## src/csfp_pkg.sv

```systemverilog
// Shared constants, types and register map of the CPU status flags and pointers block
package csfp_pkg;

    localparam int PC_W = 13;
    localparam int TABLE_POINTER_HIGH_W = PC_W - 8;
    localparam int EV_W = 4;

    // Register byte offsets on APB
    localparam logic [7:0] ADDR_PCL = 8'h00;
    localparam logic [7:0] ADDR_TABLE_POINTER_LOW = 8'h04;
    localparam logic [7:0] ADDR_TABLE_POINTER_HIGH = 8'h08;
    localparam logic [7:0] ADDR_TABLE_HIGH_BYTE = 8'h0c;
    localparam logic [7:0] ADDR_STATUS = 8'h10;
    localparam logic [7:0] ADDR_EVT = 8'h14;
    localparam logic [7:0] ADDR_MASK = 8'h18;
    localparam logic [7:0] ADDR_PC = 8'h1c;

    // Status field positions
    localparam int ST_C = 0;
    localparam int ST_AC = 1;
    localparam int ST_Z = 2;
    localparam int ST_OV = 3;
    localparam int ST_PDF = 4;
    localparam int ST_TO = 5;

    // Event field positions
    localparam int EV_JUMP = 0;
    localparam int EV_TBL = 1;
    localparam int EV_WDT = 2;
    localparam int EV_HALT = 3;

    // Reset values
    localparam logic [PC_W-1:0] PC_RST = 13'h0000;
    localparam logic [7:0] PTR_RST = 8'h00;
    localparam logic [3:0] FLAGS_RST = 4'h0;
    localparam logic [EV_W-1:0] EV_RST = 4'h0;

    // Which flags each class of operation updates
    localparam logic [3:0] UPD_ARITH = 4'hf;
    localparam logic [3:0] UPD_ROT = 4'h1;
    localparam logic [3:0] UPD_LOGIC = 4'h4;

    typedef enum logic [3:0] {
        OP_ADD = 4'h0,
        OP_ADC = 4'h1,
        OP_SUB = 4'h2,
        OP_SBC = 4'h3,
        OP_RLC = 4'h4,
        OP_RRC = 4'h5,
        OP_AND = 4'h6,
        OP_OR = 4'h7,
        OP_XOR = 4'h8
    } csfp_op_t;

    typedef enum logic [2:0] {
        TR_IDLE = 3'b001,
        TR_WAIT = 3'b010,
        TR_CATCH = 3'b100
    } csfp_tr_state_t;

    typedef struct packed {
        logic ov;
        logic z;
        logic ac;
        logic c;
    } csfp_flags_t;

    typedef struct packed {
        logic valid;
        csfp_op_t op;
        logic [7:0] a;
        logic [7:0] b;
    } csfp_alu_req_t;

endpackage

```

## src/csfp_core.sv

```systemverilog
// Program counter low byte, table lookup pointers and status flags with APB access
`timescale 1ns/10ps
`default_nettype none
module csfp_core (
    input wire logic clock, // 100 MHz clock
    input wire logic rst, // Synchronous reset, active high
    input wire logic psel, // APB select
    input wire logic penable, // APB enable
    input wire logic pwrite, // APB write
    input wire logic [7:0] paddr, // APB byte address
    input wire logic [31:0] pwdata, // APB write data
    output logic [31:0] prdata, // APB read data
    output logic pready, // APB ready
    output logic pslverr, // APB error on unmapped address
    input wire csfp_pkg::csfp_alu_req_t aluReq, // ALU operation request
    output logic [7:0] aluResult, // Registered ALU result
    input wire logic pcStep, // Advance program counter by one
    output logic [csfp_pkg::PC_W-1:0] pc, // Program counter
    output logic dummyCycle, // Dummy cycle after a computed jump
    input wire logic halt, // Halt instruction executes
    input wire logic wdtRefresh, // Watchdog refresh instruction executes
    input wire logic wdtTimeout, // Watchdog timer expired
    input wire logic tblReadReq, // Table read instruction
    input wire logic [7:0] tblDest, // Data memory target of table read
    output logic [csfp_pkg::PC_W-1:0] pmAddr, // Program memory address
    output logic pmRead, // Program memory read strobe
    input wire logic [15:0] pmData, // Program memory word, one cycle after pmRead
    output logic dmWrite, // Data memory write strobe
    output logic [7:0] dmAddr, // Data memory address
    output logic [7:0] dmData, // Data memory write data
    output logic irq // Interrupt, level
);
    import csfp_pkg::*;

    logic pready_q, pready_d, pslverr_q, pslverr_d;
    logic [31:0] prdata_q, prdata_d, rdData;
    logic hit, accEnd, wr, wrPcl, wrStat;
    logic [PC_W-1:0] pc_q, pc_d;
    logic dummy_q, dummy_d;
    logic [7:0] table_pointer_low_q, table_pointer_low_d, table_high_byte_q, table_high_byte_d;
    logic [TABLE_POINTER_HIGH_W-1:0] table_pointer_high_q, table_pointer_high_d;
    logic [3:0] flags_q, flags_d;
    logic pdf_q, pdf_d, to_q, to_d;
    logic [EV_W-1:0] evt_q, evt_d, mask_q, mask_d, evtSet;
    logic irq_q, irq_d;
    logic [7:0] res_q, res_d;
    csfp_tr_state_t tr_q, tr_d;
    logic [PC_W-1:0] pmAddr_q, pmAddr_d;
    logic pmRead_q, pmRead_d, dmWr_q, dmWr_d;
    logic [7:0] dmAddr_q, dmAddr_d, dmData_q, dmData_d, dest_q, dest_d;
    logic [7:0] aluRes;
    csfp_flags_t aluFlags;
    logic [3:0] aluUpd;

    csfp_flag_calc u_calc (
        .op(aluReq.op),
        .a(aluReq.a),
        .b(aluReq.b),
        .carryIn(flags_q[ST_C]),
        .result(aluRes),
        .flags(aluFlags),
        .update(aluUpd)
    );

    // APB slave: one wait state, write lands at the ready edge
    always_comb begin
        hit = 1'b1;
        rdData = 32'h0000_0000;
        if (paddr == ADDR_PCL) begin
            rdData[7:0] = pc_q[7:0];
        end else if (paddr == ADDR_TABLE_POINTER_LOW) begin
            rdData[7:0] = table_pointer_low_q;
        end else if (paddr == ADDR_TABLE_POINTER_HIGH) begin
            rdData[TABLE_POINTER_HIGH_W-1:0] = table_pointer_high_q;
        end else if (paddr == ADDR_TABLE_HIGH_BYTE) begin
            rdData[7:0] = table_high_byte_q;
        end else if (paddr == ADDR_STATUS) begin
            rdData[ST_TO:0] = {to_q, pdf_q, flags_q};
        end else if (paddr == ADDR_EVT) begin
            rdData[EV_W-1:0] = evt_q;
        end else if (paddr == ADDR_MASK) begin
            rdData[EV_W-1:0] = mask_q;
        end else if (paddr == ADDR_PC) begin
            rdData[PC_W-1:0] = pc_q;
        end else begin
            hit = 1'b0;
        end
        pready_d = psel && penable && !pready_q;
        pslverr_d = pready_d && !hit;
        prdata_d = (pready_d && !pwrite) ? rdData : 32'h0000_0000;
        accEnd = psel && penable && pready_q;
        wr = accEnd && pwrite && !pslverr_q;
        wrPcl = wr && (paddr == ADDR_PCL);
        wrStat = wr && (paddr == ADDR_STATUS);
    end

    // Program counter and jump handling
    always_comb begin
        pc_d = pc_q;
        dummy_d = 1'b0;
        if (wrPcl) begin
            pc_d = {pc_q[PC_W-1:8], pwdata[7:0]};
            dummy_d = 1'b1;
        end else if (pcStep && !dummy_q) begin
            pc_d = pc_q + 13'h0001;
        end
    end

    // Table pointers and table read sequence
    always_comb begin
        table_pointer_low_d = table_pointer_low_q;
        table_pointer_high_d = table_pointer_high_q;
        table_high_byte_d = table_high_byte_q;
        tr_d = tr_q;
        pmAddr_d = pmAddr_q;
        pmRead_d = 1'b0;
        dmWr_d = 1'b0;
        dmAddr_d = dmAddr_q;
        dmData_d = dmData_q;
        dest_d = dest_q;
        if (wr && paddr == ADDR_TABLE_POINTER_LOW) begin
            table_pointer_low_d = pwdata[7:0];
        end
        if (wr && paddr == ADDR_TABLE_POINTER_HIGH) begin
            table_pointer_high_d = pwdata[TABLE_POINTER_HIGH_W-1:0];
        end
        case (tr_q)
            TR_IDLE: begin
                if (tblReadReq) begin
                    pmAddr_d = {table_pointer_high_q, table_pointer_low_q};
                    pmRead_d = 1'b1;
                    dest_d = tblDest;
                    tr_d = TR_WAIT;
                end
            end
            TR_WAIT: begin
                tr_d = TR_CATCH;
            end
            TR_CATCH: begin
                table_high_byte_d = pmData[15:8];
                dmWr_d = 1'b1;
                dmAddr_d = dest_q;
                dmData_d = pmData[7:0];
                tr_d = TR_IDLE;
            end
            default: begin
                tr_d = TR_IDLE;
            end
        endcase
    end

    // Status register; nothing here pushes it anywhere on interrupt or call
    always_comb begin
        res_d = res_q;
        flags_d = flags_q;
        if (aluReq.valid) begin
            res_d = aluRes;
            for (int i = 0; i < 4; i++) begin
                if (aluUpd[i]) begin
                    flags_d[i] = aluFlags[i];
                end
            end
        end
        if (wrStat) begin
            flags_d = pwdata[ST_OV:ST_C];
        end
        // Status writes never reach these two bits
        pdf_d = pdf_q;
        to_d = to_q;
        if (wdtRefresh) begin
            pdf_d = 1'b0;
            to_d = 1'b0;
        end
        if (halt) begin
            pdf_d = 1'b1;
            to_d = 1'b0;
        end
        if (wdtTimeout) begin
            to_d = 1'b1;
        end
    end

    // Sticky events, write one to clear; a new event wins over the clear
    always_comb begin
        evtSet = '0;
        evtSet[EV_JUMP] = wrPcl;
        evtSet[EV_TBL] = (tr_q == TR_CATCH);
        evtSet[EV_WDT] = wdtTimeout;
        evtSet[EV_HALT] = halt;
        mask_d = mask_q;
        evt_d = evt_q;
        if (wr && paddr == ADDR_MASK) begin
            mask_d = pwdata[EV_W-1:0];
        end
        if (wr && paddr == ADDR_EVT) begin
            evt_d = evt_q & ~pwdata[EV_W-1:0];
        end
        evt_d = evt_d | evtSet;
        irq_d = |(evt_d & mask_d);
    end

    always_ff @(posedge clock) begin
        if (rst) begin
            pready_q <= 1'b0;
            pslverr_q <= 1'b0;
            prdata_q <= 32'h0000_0000;
            pc_q <= PC_RST;
            dummy_q <= 1'b0;
            table_pointer_low_q <= PTR_RST;
            table_pointer_high_q <= '0;
            table_high_byte_q <= PTR_RST;
            tr_q <= TR_IDLE;
            pmAddr_q <= PC_RST;
            pmRead_q <= 1'b0;
            dmWr_q <= 1'b0;
            dmAddr_q <= PTR_RST;
            dmData_q <= PTR_RST;
            dest_q <= PTR_RST;
            flags_q <= FLAGS_RST;
            pdf_q <= 1'b0;
            to_q <= 1'b0;
            res_q <= PTR_RST;
            evt_q <= EV_RST;
            mask_q <= EV_RST;
            irq_q <= 1'b0;
        end else begin
            pready_q <= pready_d;
            pslverr_q <= pslverr_d;
            prdata_q <= prdata_d;
            pc_q <= pc_d;
            dummy_q <= dummy_d;
            table_pointer_low_q <= table_pointer_low_d;
            table_pointer_high_q <= table_pointer_high_d;
            table_high_byte_q <= table_high_byte_d;
            tr_q <= tr_d;
            pmAddr_q <= pmAddr_d;
            pmRead_q <= pmRead_d;
            dmWr_q <= dmWr_d;
            dmAddr_q <= dmAddr_d;
            dmData_q <= dmData_d;
            dest_q <= dest_d;
            flags_q <= flags_d;
            pdf_q <= pdf_d;
            to_q <= to_d;
            res_q <= res_d;
            evt_q <= evt_d;
            mask_q <= mask_d;
            irq_q <= irq_d;
        end
    end

    assign prdata = prdata_q;
    assign pready = pready_q;
    assign pslverr = pslverr_q;
    assign aluResult = res_q;
    assign pc = pc_q;
    assign dummyCycle = dummy_q;
    assign pmAddr = pmAddr_q;
    assign pmRead = pmRead_q;
    assign dmWrite = dmWr_q;
    assign dmAddr = dmAddr_q;
    assign dmData = dmData_q;
    assign irq = irq_q;
endmodule
`default_nettype wire

```

## src/csfp_flag_calc.sv

```systemverilog
// Combinational ALU result and flag computation
`timescale 1ns/10ps
`default_nettype none
module csfp_flag_calc (
    input wire csfp_pkg::csfp_op_t op, // Operation
    input wire logic [7:0] a, // First operand
    input wire logic [7:0] b, // Second operand
    input wire logic carryIn, // Current carry flag
    output logic [7:0] result, // Operation result
    output csfp_pkg::csfp_flags_t flags, // New flag values
    output logic [3:0] update // Flags this operation changes
);
    import csfp_pkg::*;

    logic [7:0] bx;
    logic cin;
    logic [4:0] lo5;
    logic [7:0] s7;
    logic [8:0] s9;

    always_comb begin
        bx = b;
        cin = 1'b0;
        // Subtraction adds the complement, so carry out means no borrow
        if (op == OP_ADC) begin
            cin = carryIn;
        end else if (op == OP_SUB) begin
            bx = ~b;
            cin = 1'b1;
        end else if (op == OP_SBC) begin
            bx = ~b;
            cin = carryIn;
        end
        lo5 = {1'b0, a[3:0]} + {1'b0, bx[3:0]} + {4'h0, cin};
        s7 = {1'b0, a[6:0]} + {1'b0, bx[6:0]} + {7'h00, cin};
        s9 = {1'b0, a} + {1'b0, bx} + {8'h00, cin};
        result = s9[7:0];
        flags.c = s9[8];
        flags.ac = lo5[4];
        flags.ov = s7[7] ^ s9[8];
        update = UPD_ARITH;
        case (op)
            OP_RLC: begin
                result = {a[6:0], carryIn};
                flags.c = a[7];
                update = UPD_ROT;
            end
            OP_RRC: begin
                result = {carryIn, a[7:1]};
                flags.c = a[0];
                update = UPD_ROT;
            end
            OP_AND: begin
                result = a & b;
                update = UPD_LOGIC;
            end
            OP_OR: begin
                result = a | b;
                update = UPD_LOGIC;
            end
            OP_XOR: begin
                result = a ^ b;
                update = UPD_LOGIC;
            end
            default: begin
            end
        endcase
        flags.z = (result == 8'h00);
    end

endmodule
`default_nettype wire

```

## config.mk

```make
export PLATFORM = sky130hd
export DESIGN_NAME = csfp_core
export DESIGN_NICKNAME = d
export VERILOG_FILES = /design/src/csfp_pkg.sv /design/src/csfp_core.sv /design/src/csfp_flag_calc.sv
export SDC_FILE = /design/constraint.sdc
export NUM_CORES = 1
export LEC_CHECK = 0
export BUFFER_PORTS_ARGS = -buffer_cell sky130_fd_sc_hd__buf_2
export CAP_MARGIN = 20
export CORE_MARGIN = 3
export CORE_UTILIZATION = 44
export CTS_CLUSTER_SIZE = 8
export DETAILED_ROUTE_END_ITERATION = 7
export PLACE_DENSITY = 0.78
export SLEW_MARGIN = 10
export SYNTH_ARGS = -nofsm -noshare
export SYNTH_HDL_FRONTEND = slang
export SYNTH_SLANG_ARGS = --single-unit
```

## constraint.sdc

```tcl
create_clock -name clock -period 3.95 [get_ports clock]
set_input_delay 0.395 -clock clock [delete_from_list [all_inputs] [get_ports clock]]
set_output_delay 0.395 -clock clock [all_outputs]
set_load 0.05 [all_outputs]
```

Word-level counts from Yosys, hierarchy flattened
Cells that the tools add are included.
{ "word_totals": {"mem_bits_rw": 0, "output_inout_bits": 88, "register_bits": 134, "input_bits": 95, "word_cells": 161, "n_memories": 0, "latch_bits": 0, "rom_bits": 0} }
{ "op_classes": {"addsub": 7, "div_mod_pow": 0, "muxes": 54, "bitwise": 12, "reduce_logical": 41, "magnitude_cmp": 0, "shift": 0, "n_eq_ne": 19, "mul": 0} }
{ "op_table": {"columns": ["op", "n"], "rows": [
  ["8-bit 2-to-1 mux", 9],
  ["9-bit 2-to-1 mux", 7],
  ["8-bit one-hot mux with 5 select lines", 1],
  ["8-bit by 5-bit == test with 1-bit output (second input constant)", 4],
  ["4-bit 2-to-1 mux", 6],
  ["1-bit 2-to-1 mux", 22],
  ["4-bit by 3-bit == test with 1-bit output (second input constant)", 4],
  ["8-bit by 4-bit == test with 1-bit output (second input constant)", 2],
  ["8-bit logical NOT", 2],
  ["1-bit logical AND", 14],
  ["2-bit nonzero test", 7],
  ["13-bit by 1-bit adder with 13-bit output (second input constant)", 1],
  ["13-bit 2-to-1 mux", 1],
  ["2-bit AND reduction", 6],
  ["5-bit 2-to-1 mux", 2],
  ["8-bit by 8-bit adder with 9-bit output", 1],
  ["9-bit by 1-bit adder with 9-bit output", 1],
  ["7-bit by 7-bit adder with 8-bit output", 1],
  ["8-bit by 1-bit adder with 8-bit output", 1],
  ["4-bit bitwise AND", 2],
  ["8-bit bitwise AND", 1],
  ["4-bit by 2-bit == test with 1-bit output (second input constant)", 2],
  ["8-bit by 3-bit == test with 1-bit output (second input constant)", 1],
  ["8-bit inverter", 1],
  ["other kinds (26)", 34]
]} }

Logic depth before layout (Yosys ltp)
Gate-level depths: netlist (run 1).
{ "logic_depth": {"ltp_word": 14, "ltp_mapped": 14} }

Modules after synthesis
A second synthesis (run 1) with hierarchy kept.
{ "hier_totals": {"cells_unflattened": 699, "hier_area_um2": 6034.5} }
{ "modules_own_cells": {"columns": ["mod", "cells_per_inst", "instances", "area_each_um2"], "rows": [
  ["csfp_core", 547, 1, 4867.2],
  ["csfp_flag_calc", 152, 1, 1167.4]
]} }

Worst setup path before layout (run 1)
Ideal clock, no wire load.
{ "synth_path": {"path_kind": "input-to-reg", "from": "input aluReq[17] (netlist bit)", "to": "register flags_q[2]", "cell_stages": 12, "path_slack_ns": 0.495, "arrival_ns": 3.339, "n_path_buf": 3, "setup_time_ns": 0.116, "cell_sequence": "clkbuf_1 clkbuf_1 nor3b_1 buf_1 xnor2_1 fa_1 a211oi_1 nor2_1 o311ai_0 nor4_1 and4_1 a41o_1"} }
{ "synth_between": {"elab_chain_len": 11, "word_cells_on_any_way": 26, "cone_classes": "add/sub: 2; eq/ne: 8; mux: 11; reduce/logical: 5"} }
{ "synth_lines": {"columns": ["element", "line", "text"], "rows": [
  ["start, declared", "csfp_core.sv:15", "input wire csfp_pkg::csfp_alu_req_t aluReq,"],
  ["4-bit by 2-bit == test with 1-bit output", "csfp_flag_calc.sv:30", "end else if (op == OP_SBC) begin"],
  ["8-bit 2-to-1 mux", "csfp_flag_calc.sv:30", null],
  ["8-bit 2-to-1 mux", "csfp_flag_calc.sv:27", "end else if (op == OP_SUB) begin"],
  ["8-bit 2-to-1 mux", "csfp_flag_calc.sv:25", "if (op == OP_ADC) begin"],
  ["8-bit by 8-bit adder with 9-bit output", "csfp_flag_calc.sv:36", "s9 = {1'b0, a} + {1'b0, bx} + {8'h00, cin};"],
  ["9-bit by 1-bit adder with 9-bit output", "csfp_flag_calc.sv:36", null],
  ["8-bit one-hot mux with 5 select lines", "csfp_flag_calc.sv:42", "case (op)"],
  ["8-bit logical NOT", "csfp_flag_calc.sv:68", "flags.z = (result == 8'h00);"],
  ["1-bit 2-to-1 mux", "csfp_core.sv:159", "if (aluUpd[i]) begin"],
  ["4-bit 2-to-1 mux", "csfp_core.sv:156", "if (aluReq.valid) begin"],
  ["4-bit 2-to-1 mux", "csfp_core.sv:164", "if (wrStat) begin"],
  ["end signal, assigned", "csfp_core.sv:242", "flags_q <= flags_d;"],
  ["end, declared", "csfp_core.sv:42", "logic [3:0] flags_q, flags_d;"]
]} }
Parallel ways exist; a longest one is shown, timed or not. The select of a mux whose other input is x is not followed.
A chain may end at the register's enable or synchronous reset.

Final worst setup path (run 1)
Ends and elaborated chain as after synthesis.

==> metrics, run 1 <==
outcome finished clean; Initial Utilization 0.4603; Seq/Total Area, Yosys 0.3869; GRT busiest layer met2; layout cells sized above 1 0.2329; crit share post-route 0.7362; Worst-Skew Late Latency 410 ps; Leakage Power 3.218 nW; met1 Use GR 0.2706; syn_area_per_cell 8.299 sq um; setup TNS 0 ps; Setup-failing EPs final 0; yosys warns 0; # nets final 958; DRC viols 0; Slew HR 0.3838; critical path arrival 3210 ps; CTS Sinks 115; Post-CTS Setup Bufs 0; row count 41; deepest clock path buffer count 2; gpl congestion 0.9010; H-tree depth 4; CTS Root Cell clkbuf_16; top post-synthesis cells by area dfxtp_1, nand2_1, a21oi_1, ha_1, nor2_1; worst-path cell chain buf_2 > nor3b_1 > buf_4 > xnor2_1 > fa_1 > a211oi_1 > nor2_1 > o311ai_0 > nor4_1 > and4_1 > a41o_1; die width 122.3 microns; Die H 122.3 microns; CORE AREA 12930 sq um; Final min period 2908 ps; Final WS setup 1042 ps; Setup CP Type input pin to register; DR WL/cell 15.11 microns; Filler Cell Count 1213; die area 14960 sq um; met2 GRT Util 0.3181; vias in the first global route 4903; CTS tree done; vias post-DR 5419; Post-DP HPWL 11000 microns; n_diodes 0; Pwr Total 3.275 mW; area leader, netlist dfxtp_1; number of DRC markers in iteration 0 474; P&R area growth vs syn 22.75%; Synth cell types 69; antenna violations before repair 2; pre-CTS WS 656.7 ps; drt pass-1 iters 5; io pins 183; port bufs 139; #FFs+latches synth 115; Power Dens Cells 448.3 nW/um^2; Crit. End Element register; max-cap viol count 0; required time of the critical path 4250 ps; Num CTS Buffers 17; first-pass GRT wire length 24330 microns; clk_skew 6.889 ps; Total GRT Usage 0.2044; Final ANT Viol Nets 0; WHS 217.2 ps; Synth Cell Area 5951 sq um; final WL 15440 microns; worst slew pin tran 924.3 ps; hold buffer count at cts 0; RSZ-0062 raised after global routing no; critical path peak fanout 18; top post-synthesis cells by count nand2_1, dfxtp_1, a21oi_1, nor2_1, clkbuf_1; worst-case vdd ir drop 324.4 uV; Critical Path Slowest Stage Cell o311ai_0; clk slew on worst S/H paths 50 ps; largest net degree at the start of global routing 59; async set-or-reset flop fraction in the synthesized netlist 0; top cell type's share of synthesized area 0.3869; Final Max Tran Viols 0; dominant synthesized flop cell dfxtp_1; gr ovfl total 0; critical path's largest stage delay 470 ps; CTS resizes 0; Fmax 343.9 MHz; Hold Violations, Final 0; GR Util met3 0.06129; EDFF count, synth 0; Vias/cell 5.302; Hold Crit Class input pin to register; top-count cell post-synth nand2_1; Startpoint Class input pin; Mapped Cells 717
-- final cells by class --
cell class                 instances  area, sq um  area share
tap                              172        215.2     0.02946
timing repair buffer             146        752.0      0.1029
sequential                       115         2302      0.3152
multi-input combinational        529         3296      0.4512
clock inverter                    10        180.2     0.02467
inverter                          28        105.1     0.01439
clock buffer                      22        454.2     0.06218
-- stage by stage --
stage | utilization | instance area (sq um) | instances
floorplan | - | 6018 | 735
global placement | 0.5151 | 6659 | 989
detailed placement | 0.5151 | 6659 | 989
CTS | 0.5642 | 7293 | 1021
global route | 0.5650 | 7305 | 1022
finish | 0.5650 | 7305 | 1022
-- metal layers --
metal	vias to the layer above	wire (microns)
met3	36	1341
li1	2680	-
met5	-	27
met2	220	7104
met4	4	310
met1	2479	6660
-- path summary, 6_finish.rpt --
path	from	endpoint	slack [ps]	depth (start not counted)
worst min-delay path	tblDest[2]	dest_q[2]$_SDFFE_PP0P_	220	3
worst min register to register	dmData[3]$_SDFFE_PP0P_	dmData[3]$_SDFFE_PP0P_	450	2
worst max register to register	flags_q[0]$_SDFFE_PP0P_	flags_q[3]$_SDFFE_PP0P_	1170	11
worst max-delay path	aluReq[17]	flags_q[2]$_SDFFE_PP0P_	1040	11
-- sequential cells by signal, indices dropped and copies added (netlist names), 3 cells and up --
name	cells
pc	13
pmAddr	13
prdata	13
aluResult	8
dest_q	8
dmAddr	8
dmData	8
table_high_byte_q	8
table_pointer_low_q	8
table_pointer_high_q	5
evt_q	4
flags_q	4
mask_q	4
tr_q	3
-- where the power goes --
| group | internal (mW) | total (mW) | switching [mW] |
|---|---|---|---|
| Sequential | 1.19 | 1.21 | 0.0222 |
| Clock | 1.13 | 1.64 | 0.514 |
| Combinational | 0.141 | 0.419 | 0.278 |
| Total | 2.46 | 3.27 | 0.814 |
-- critical path: cells and delay by family --
family,cells,cell delay [ps]
adder cells (fa/ha/maj),1,420
AND/OR/NAND/NOR,4,650
XOR/XNOR,1,100
buffers and inverters,2,500
AO/OA/AOI/OAI,3,1140
-- cell families after synthesis --
| logic type | share of synthesized area |
|---|---|
| other | 0.0006302 |
| AO/OA/AOI/OAI | 0.1617 |
| multiplexers | 0.06602 |
| adder cells (fa/ha/maj) | 0.05719 |
| flip-flops | 0.3869 |
| buffers and inverters | 0.07317 |
| AND/OR/NAND/NOR | 0.2161 |
| XOR/XNOR | 0.03827 |
-- placed cells by master, fill, tap and decap left out, drive strengths merged, types with 19 or more instances in the layout --
cell and count:
a21oi 75, buf 146, clkbuf 22, conb 19
dfxtp 115, ha 24, inv 28, mux2i 19
nand2 118, nor2 73, nor3 23
Power figures use the tool's default switching activity.
==> run 2: changes to the inputs <==
PLACE_DENSITY = 0.81   (was 0.78)
clock period = 2.5 ns   (was 3.95 ns; I/O delays follow)
==> run 2 against run 1 <==
Final cell count rose by 2.8%. Via count rose by 3.2%. Clock power rose by 57%. Flip-flop and latch count did not move. Combinational power rose by 77%. Design area rose by 3.8%. Count of clock-buffer cells in the layout fell by 3. Worst setup slack got worse by 1000 ps. Global-route usage rose by 1.2 points. Die area did not move. Core utilization rose by 2.1 points. Sequential power rose by 58%. Largest cell class unchanged. Highest routed layer unchanged.
==> metrics, run 2 (synthesized netlist as in run 1, its figures left out) <==
Startpoint Class register (was input pin); worst slew pin tran 861.1 ps (was 924.3 ps); clock share of power 0.493 (was 0.502); Post-Layout Cell Count 1051 (was 1022); DR WL/cell 15.51 microns (was 15.11 microns); Setup CP Type register to register (was input pin to register); Combinational Power Share 0.142 (was 0.128); Num CTS Buffers 17 (unchanged); clk_skew 8.506 ps (was 6.889 ps); Post-CTS Setup Bufs 0 (unchanged); RSZ-0062 raised after global routing yes (was no); Met3 Wirelength 1362 microns (was 1341 microns); Final min period 2467 ps; number of DRC markers in iteration 0 404 (was 474); io pins 183 (unchanged); row count 41 (unchanged); Pwr Total 5.223 mW (was 3.275 mW); Die H 122.3 microns (unchanged); Crit path top cell by count fa_2; Final ANT Viol Nets 0 (unchanged); die width 122.3 microns (unchanged); clk slew on worst S/H paths 60 ps (was 50 ps); most common cell after layout, fill and taps aside buf_2 (unchanged); first-pass GRT wire length 25390 microns (was 24330 microns); hold-critical path depth 3 (unchanged); layout cells sized above 1 0.2745 (was 0.2329); met2 routed WL 7611 microns (was 7104 microns); Post-DP HPWL 11830 microns (was 11000 microns); Worst-Skew Late Latency 410 ps (about the same); Setup-failing EPs final 0 (unchanged); R2R cell count 11 (unchanged); most frequent cells in the layout buf_2, nand2_1, dfxtp_1, a21oi_1, nor2_1 (unchanged); Power Internal 3.864 mW (was 2.460 mW); worst-path cell chain mux2i_1 > nor3_2 > fa_2 > inv_1 > fa_2 > nand2b_4 > a211oi_4 > o31ai_2 > xor2_1 > nor4_1 > a2111oi_1 (was buf_2 > nor3b_1 > buf_4 > xnor2_1 > fa_1 > a211oi_1 > nor2_1 > o311ai_0 > nor4_1 > and4_1 > a41o_1); Critical Path Slowest Stage Cell a2111oi_1 (was o311ai_0); DRC viols 0 (unchanged); outcome finished clean (unchanged); critical path arrival 2770 ps (was 3210 ps); Hold Crit Class input pin to register (unchanged); port bufs 139 (unchanged); final WL 16310 microns (was 15440 microns); Power Dens Cells 688.9 nW/um^2 (was 448.3 nW/um^2); CTS Sinks 115 (unchanged); largest net degree at the start of global routing 70 (was 59); Vias/cell 5.321 (was 5.302); max-cap viol count 0 (unchanged); antenna violations before repair 2 (unchanged); critical path peak fanout 2 (was 18); H-tree depth 4 (unchanged); setup TNS 0 ps (unchanged); Fmax 405.3 MHz; Slew HR 0.4245 (was 0.3838); M1 wire length 6925 microns (was 6660 microns); Leakage Power 3.364 nW (was 3.218 nW); gpl congestion 0.9567 (was 0.9010); Hold Violations, Final 0 (unchanged); die area 14960 sq um (unchanged); vias post-DR 5592 (was 5419); required time of the critical path 2800 ps (was 4250 ps); Crit. End Element register (unchanged); Total GRT Usage 0.2163 (was 0.2044); Reg power frac 0.365 (was 0.370); DR top layer met5 (unchanged); deepest clock path buffer count 2 (unchanged); CORE AREA 12930 sq um (unchanged); Final Max Tran Viols 0 (unchanged); final core occ 0.5865 (was 0.5650); P&R area growth vs syn 27.42% (was 22.75%); drt pass-1 iters 5 (unchanged); Post-Place Cells 1018 (was 989); # nets final 986 (was 958); gr ovfl total 0 (unchanged); vias in the first global route 5142 (was 4903); crit share post-route 0.9870; sw frac 0.2602 (was 0.2487); critical path's largest stage delay 350 ps (was 470 ps); worst-case vdd ir drop 533.5 uV (was 324.4 uV); CTS tree done (unchanged); net switching power 1.359 mW (was 814.5 uW); CTS Root Cell clkbuf_16 (unchanged); Initial Utilization 0.4603 (unchanged)
-- run 2: cell types whose count changed in the layout (fill, tap and decap cells not counted), moves of 2 or more --
cell and change:
a211oi_1 -2, buf_4 +29, clkbuf_1 -4, clkinvlp_4 +3
fa_1 -2, fa_2 +2
-- run 2: power by group through the flow --
stage	clock [mW]	sequential (mW)	combinational [mW]
after CTS	2.60	1.91	0.738
after floorplan	0	2.01	0.454
after detailed placement	0	1.95	0.729
final	2.57	1.91	0.742
after global placement	0	1.94	0.718
after global routing	2.69	1.91	0.812
-- run 2: through the flow --
stage | cell area, sq um | hold WS (ps) | setup WS (ps)
floorplan | 6105 | 367.4 | -190.6
global placement | 6932 | 438.8 | -155.9
detailed placement | 6932 | 440.5 | -168.1
CTS | 7575 | 64.88 | 31.57
global route | 7582 | 70.00 | -139.5
finish | 7582 | 66.85 | 32.56
-- run 2: routing by layer --
layer	up-vias	global-route usage
li1	2736	-
met1	2605	0.2799
met2	218	0.3370
met3	31	0.06866
met4	2	0.08467
met5	-	0
-- run 2: cell type report --
type                    count  area (sq um)
fillers                  1154          5345
multi-input cells         529          3363
flip-flops and latches    115          2303
repair buffers            174         958.4
clock buffers              19         452.9
well taps                 172         215.2
clock inverters            13         181.4
inverters                  28         105.1
diodes                      1         2.502
-- run 2: worst paths after layout --
kind	from	endpoint	slack, ps
max	flags_q[0]$_SDFFE_PP0P_	flags_q[3]$_SDFFE_PP0P_	30
min	tblDest[3]	dest_q[3]$_SDFFE_PP0P_	70
max reg2reg	flags_q[0]$_SDFFE_PP0P_	flags_q[3]$_SDFFE_PP0P_	30
min reg2reg	dmData[4]$_SDFFE_PP0P_	dmData[4]$_SDFFE_PP0P_	450
-- run 2: worst max-delay path, delay by kind of cell (launching register included) --
kind	cells	cell delay (ps)
muxes	1	100
AOI/OAI and AO/OA	3	740
buffers and inverters	1	60
xor gates and xnor gates	1	160
and+or+nand+nor	3	380
DFF	1	340
adders and majority gates	2	580
-- run 2: timing repair --
item / 4_1_cts / 5_1_grt
hold buffers: 0 / 0
pin swaps: 0 / 1
gates resized for setup: 2 / 2
endpoints found under the hold margin: 0 / 0
endpoints found under the setup margin: 1 / 3
==> run 3: changes to the inputs <==
PLACE_DENSITY = 0.84   (was 0.81)
SETUP_SLACK_MARGIN = 0.4   (was default)
SYNTH_HIERARCHICAL = 1   (was default)
==> run 3 against run 2 <==
Count of clock-buffer cells in the layout stayed put. Critical endpoint is now flags_q[2]$_SDFFE_PP0P_. Flip-flop and latch count stayed put. The flow now finishes with violations (negative setup slack). Die area is 1.3% higher. Highest routed layer is now met4.
==> metrics, run 3 <==
outcome finished with violations (was finished clean); failing checks negative setup slack; M1 wire length 7180 microns (was 6925 microns); design area 8112 sq um (was 7582 sq um); Die H 123.1 microns (was 122.3 microns); deepest clock path buffer count 2 (unchanged); Worst-Skew Late Latency 410 ps (about the same); Post-Place Cells 1031 (was 1018); Synth cell types 75 (was 69); CORE AREA 13350 sq um (was 12930 sq um); first-pass GRT wire length 27420 microns (was 25390 microns); dpl cell area 7184 sq um (was 6932 sq um); # nets final 1009 (was 986); Vias/cell 5.513 (was 5.321); CTS Root Cell clkbuf_16 (unchanged); Setup CP Type register to register (unchanged); syn_area_per_cell 8.633 sq um (was 8.299 sq um); pre-CTS WS -984.8 ps (was -168.1 ps); Pwr Total 5.273 mW (was 5.223 mW); Leakage Power 3.629 nW (was 3.364 nW); drt pass-1 iters 6 (was 5); Met3 Wirelength 1769 microns (was 1362 microns); #FFs+latches synth 115 (unchanged); layout cells sized above 1 0.3352 (was 0.2745); critical path arrival 3700 ps (was 2770 ps); DR WL/cell 16.81 microns (was 15.51 microns); most frequent cells in the layout buf_2, nand2_1, dfxtp_1, buf_4, nor2_1 (was buf_2, nand2_1, dfxtp_1, a21oi_1, nor2_1); worst slew pin tran 675.7 ps (was 861.1 ps); hold-critical path depth 3 (unchanged); crit share post-route 1.352 (was 0.9870); CTS tree done (unchanged); Post-DP HPWL 12620 microns (was 11830 microns); P&R area growth vs syn 34.42% (was 27.42%); antenna violations before repair 0 (was 2); vias in the first global route 5501 (was 5142); hold buffer count at cts 0 (unchanged); critical path peak fanout 2 (unchanged); CTS Sinks 115 (unchanged); final WL 18100 microns (was 16310 microns); dominant synthesized flop cell dfxtp_1 (unchanged); Fmax 295.8 MHz (was 405.3 MHz); most common cell after layout, fill and taps aside buf_2 (unchanged); Power Dens Cells 650.1 nW/um^2 (was 688.9 nW/um^2); clk_skew 6.623 ps (was 8.506 ps); die width 123.1 microns (was 122.3 microns); top post-synthesis cells by count nand2_1, dfxtp_1, a21oi_1, nor2_1, clkbuf_1 (unchanged); top cell type's share of synthesized area 0.3815 (was 0.3869); gpl congestion 0.9428 (was 0.9567); async set-or-reset flop fraction in the synthesized netlist 0 (unchanged); worst r2r dst flags_q[2]$_SDFFE_PP0P_ (was flags_q[3]$_SDFFE_PP0P_); Hold Crit Class input pin to register (unchanged); port bufs 139 (unchanged); Final min period 3381 ps (was 2467 ps); Critical Path Slowest Stage Cell or4_1 (was a2111oi_1); required time of the critical path 2820 ps (was 2800 ps); Crit. End Element register (unchanged); max-cap viol count 0 (unchanged); WHS 69.65 ps (was 66.85 ps); number of DRC markers in iteration 0 500 (was 404); Total GRT Usage 0.2320 (was 0.2163); critical path's largest stage delay 420 ps (was 350 ps); met2 routed WL 8517 microns (was 7611 microns); row count 42 (was 41); area leader, netlist dfxtp_1 (unchanged); top-count cell post-synth nand2_1 (unchanged); H-tree depth 4 (unchanged); Slew HR 0.5434 (was 0.4245); Final WS setup -880.5 ps (was 32.56 ps); Initial Utilization 0.4521 (was 0.4603); yosys warns 6 (was 0); DRC viols 0 (unchanged); Synth Cell Area 6035 sq um (was 5951 sq um); EDFF count, synth 0 (unchanged); n_diodes 0 (was 1); clk slew on worst S/H paths 60 ps (about the same); Seq/Total Area, Yosys 0.3815 (was 0.3869); Hold Violations, Final 0 (unchanged); Final Max Tran Viols 0 (unchanged); worst-case vdd ir drop 413.9 uV (was 533.5 uV); gr ovfl total 0 (unchanged); R2R Setup Slk -880 ps (was 30 ps); largest net degree at the start of global routing 67 (was 70); die area 15160 sq um (was 14960 sq um); worst setup path end flags_q[2]$_SDFFE_PP0P_ (was flags_q[3]$_SDFFE_PP0P_); R2R cell count 14 (was 11); Mapped Cells 699 (was 717); DR top layer met4 (was met5); crit path from flags_q[0]$_SDFFE_PP0P_ (unchanged); Setup-failing EPs final 7 (was 0); setup TNS -1800 ps (was 0 ps); Reg-to-Reg Start flags_q[0]$_SDFFE_PP0P_ (unchanged); vias post-DR 5937 (was 5592); Num CTS Buffers 17 (unchanged); final core occ 0.6077 (was 0.5865); RSZ-0062 raised after global routing yes (unchanged); top post-synthesis cells by area dfxtp_1, nand2_1, a21oi_1, ha_1, mux2i_1 (was dfxtp_1, nand2_1, a21oi_1, ha_1, nor2_1); worst-path cell chain mux2i_2 > nor3_2 > fa_2 > fa_2 > buf_4 > buf_4 > xor2_2 > nand3_1 > nand4_1 > a211o_1 > or4_1 > nor4b_2 > nand3_1 > a311oi_2 (was mux2i_1 > nor3_2 > fa_2 > inv_1 > fa_2 > nand2b_4 > a211oi_4 > o31ai_2 > xor2_1 > nor4_1 > a2111oi_1); io pins 183 (unchanged); Startpoint Class register (unchanged); Final ANT Viol Nets 0 (unchanged); Post-Layout Cell Count 1077 (was 1051)
run 3: cell types whose count changed in the layout (fill, tap and decap cells not counted), sizes merged, moves of 5 or more:
cell / previous run / this run
nand2: 118 / 124
nor3: 23 / 6
o211ai: 6 / 1
nor2: 73 / 65
a31oi: 3 / 8
o21ai: 14 / 8
nand4: 4 / 9
mux2i: 19 / 25
a21oi: 75 / 64
buf: 174 / 209
nor2b: 2 / 13
run 3: logic make-up (layout without fill, tap and decap cells):
kind of cell,Yosys count,in the layout,share of synthesized area
compound gates,134,134,0.1499
xor+xnor,23,23,0.03338
fa+ha+maj,26,26,0.05640
buf+inv,84,268,0.06759
flops,115,115,0.3815
mux,38,38,0.08252
other cells,1,19,0.0006214
simple gates,278,278,0.2281
run 3: worst min path at each step:
stage | start | to | slack [ps]
floorplan | rst | pready$_SDFF_PP0_ | 350
global placement | dmData[4]$_SDFFE_PP0P_ | dmData[4]$_SDFFE_PP0P_ | 440
detailed placement | dmData[5]$_SDFFE_PP0P_ | dmData[5]$_SDFFE_PP0P_ | 440
CTS | tblDest[4] | dest_q[4]$_SDFFE_PP0P_ | 60
global route | tblDest[3] | dest_q[3]$_SDFFE_PP0P_ | 70
finish | pmData[7] | dmData[7]$_SDFFE_PP0P_ | 70
run 3: cell type report:
cell class / instances / area, sq um
well taps: 176 / 220.2
clock buffers: 19 / 452.9
inverters: 27 / 101.3
flip-flops and latches: 115 / 2303
repair buffers: 209 / 1285
clock inverters: 13 / 147.6
multi-input cells: 518 / 3601
fillers: 1068 / 5236
run 3: power by group:
group | total (mW) | switching [mW] | internal, mW | leakage [nW]
registers | 1.91 | 0.0342 | 1.88 | 0.932
clock network | 2.41 | 0.881 | 1.53 | 0.295
logic | 0.949 | 0.540 | 0.410 | 2.40
run 3: per-layer routing:
layer | vias up | GRT usage
met2 | 314 | 0.3820
met3 | 58 | 0.06542
met1 | 2780 | 0.2818
li1 | 2785 | -
met4 | 0 | 0.1059
met5 | - | 0
run 3: repair_timing:
action	in CTS	in global routing
resized for setup	26	16
endpoints found under the setup margin	9	12
endpoints found under the hold margin	0	0
setup buffers	12	2
pin swaps	22	13
run 3: worst max-delay path, delay by kind of cell (launching register included):
family | cells | cell delay (ps)
multiplexers | 1 | 200
adder cells (fa/ha/maj) | 2 | 740
AO/OA/AOI/OAI | 2 | 560
AND/OR/NAND/NOR | 6 | 1050
buffers and inverters | 2 | 270
flip-flops | 1 | 330
XOR/XNOR | 1 | 140
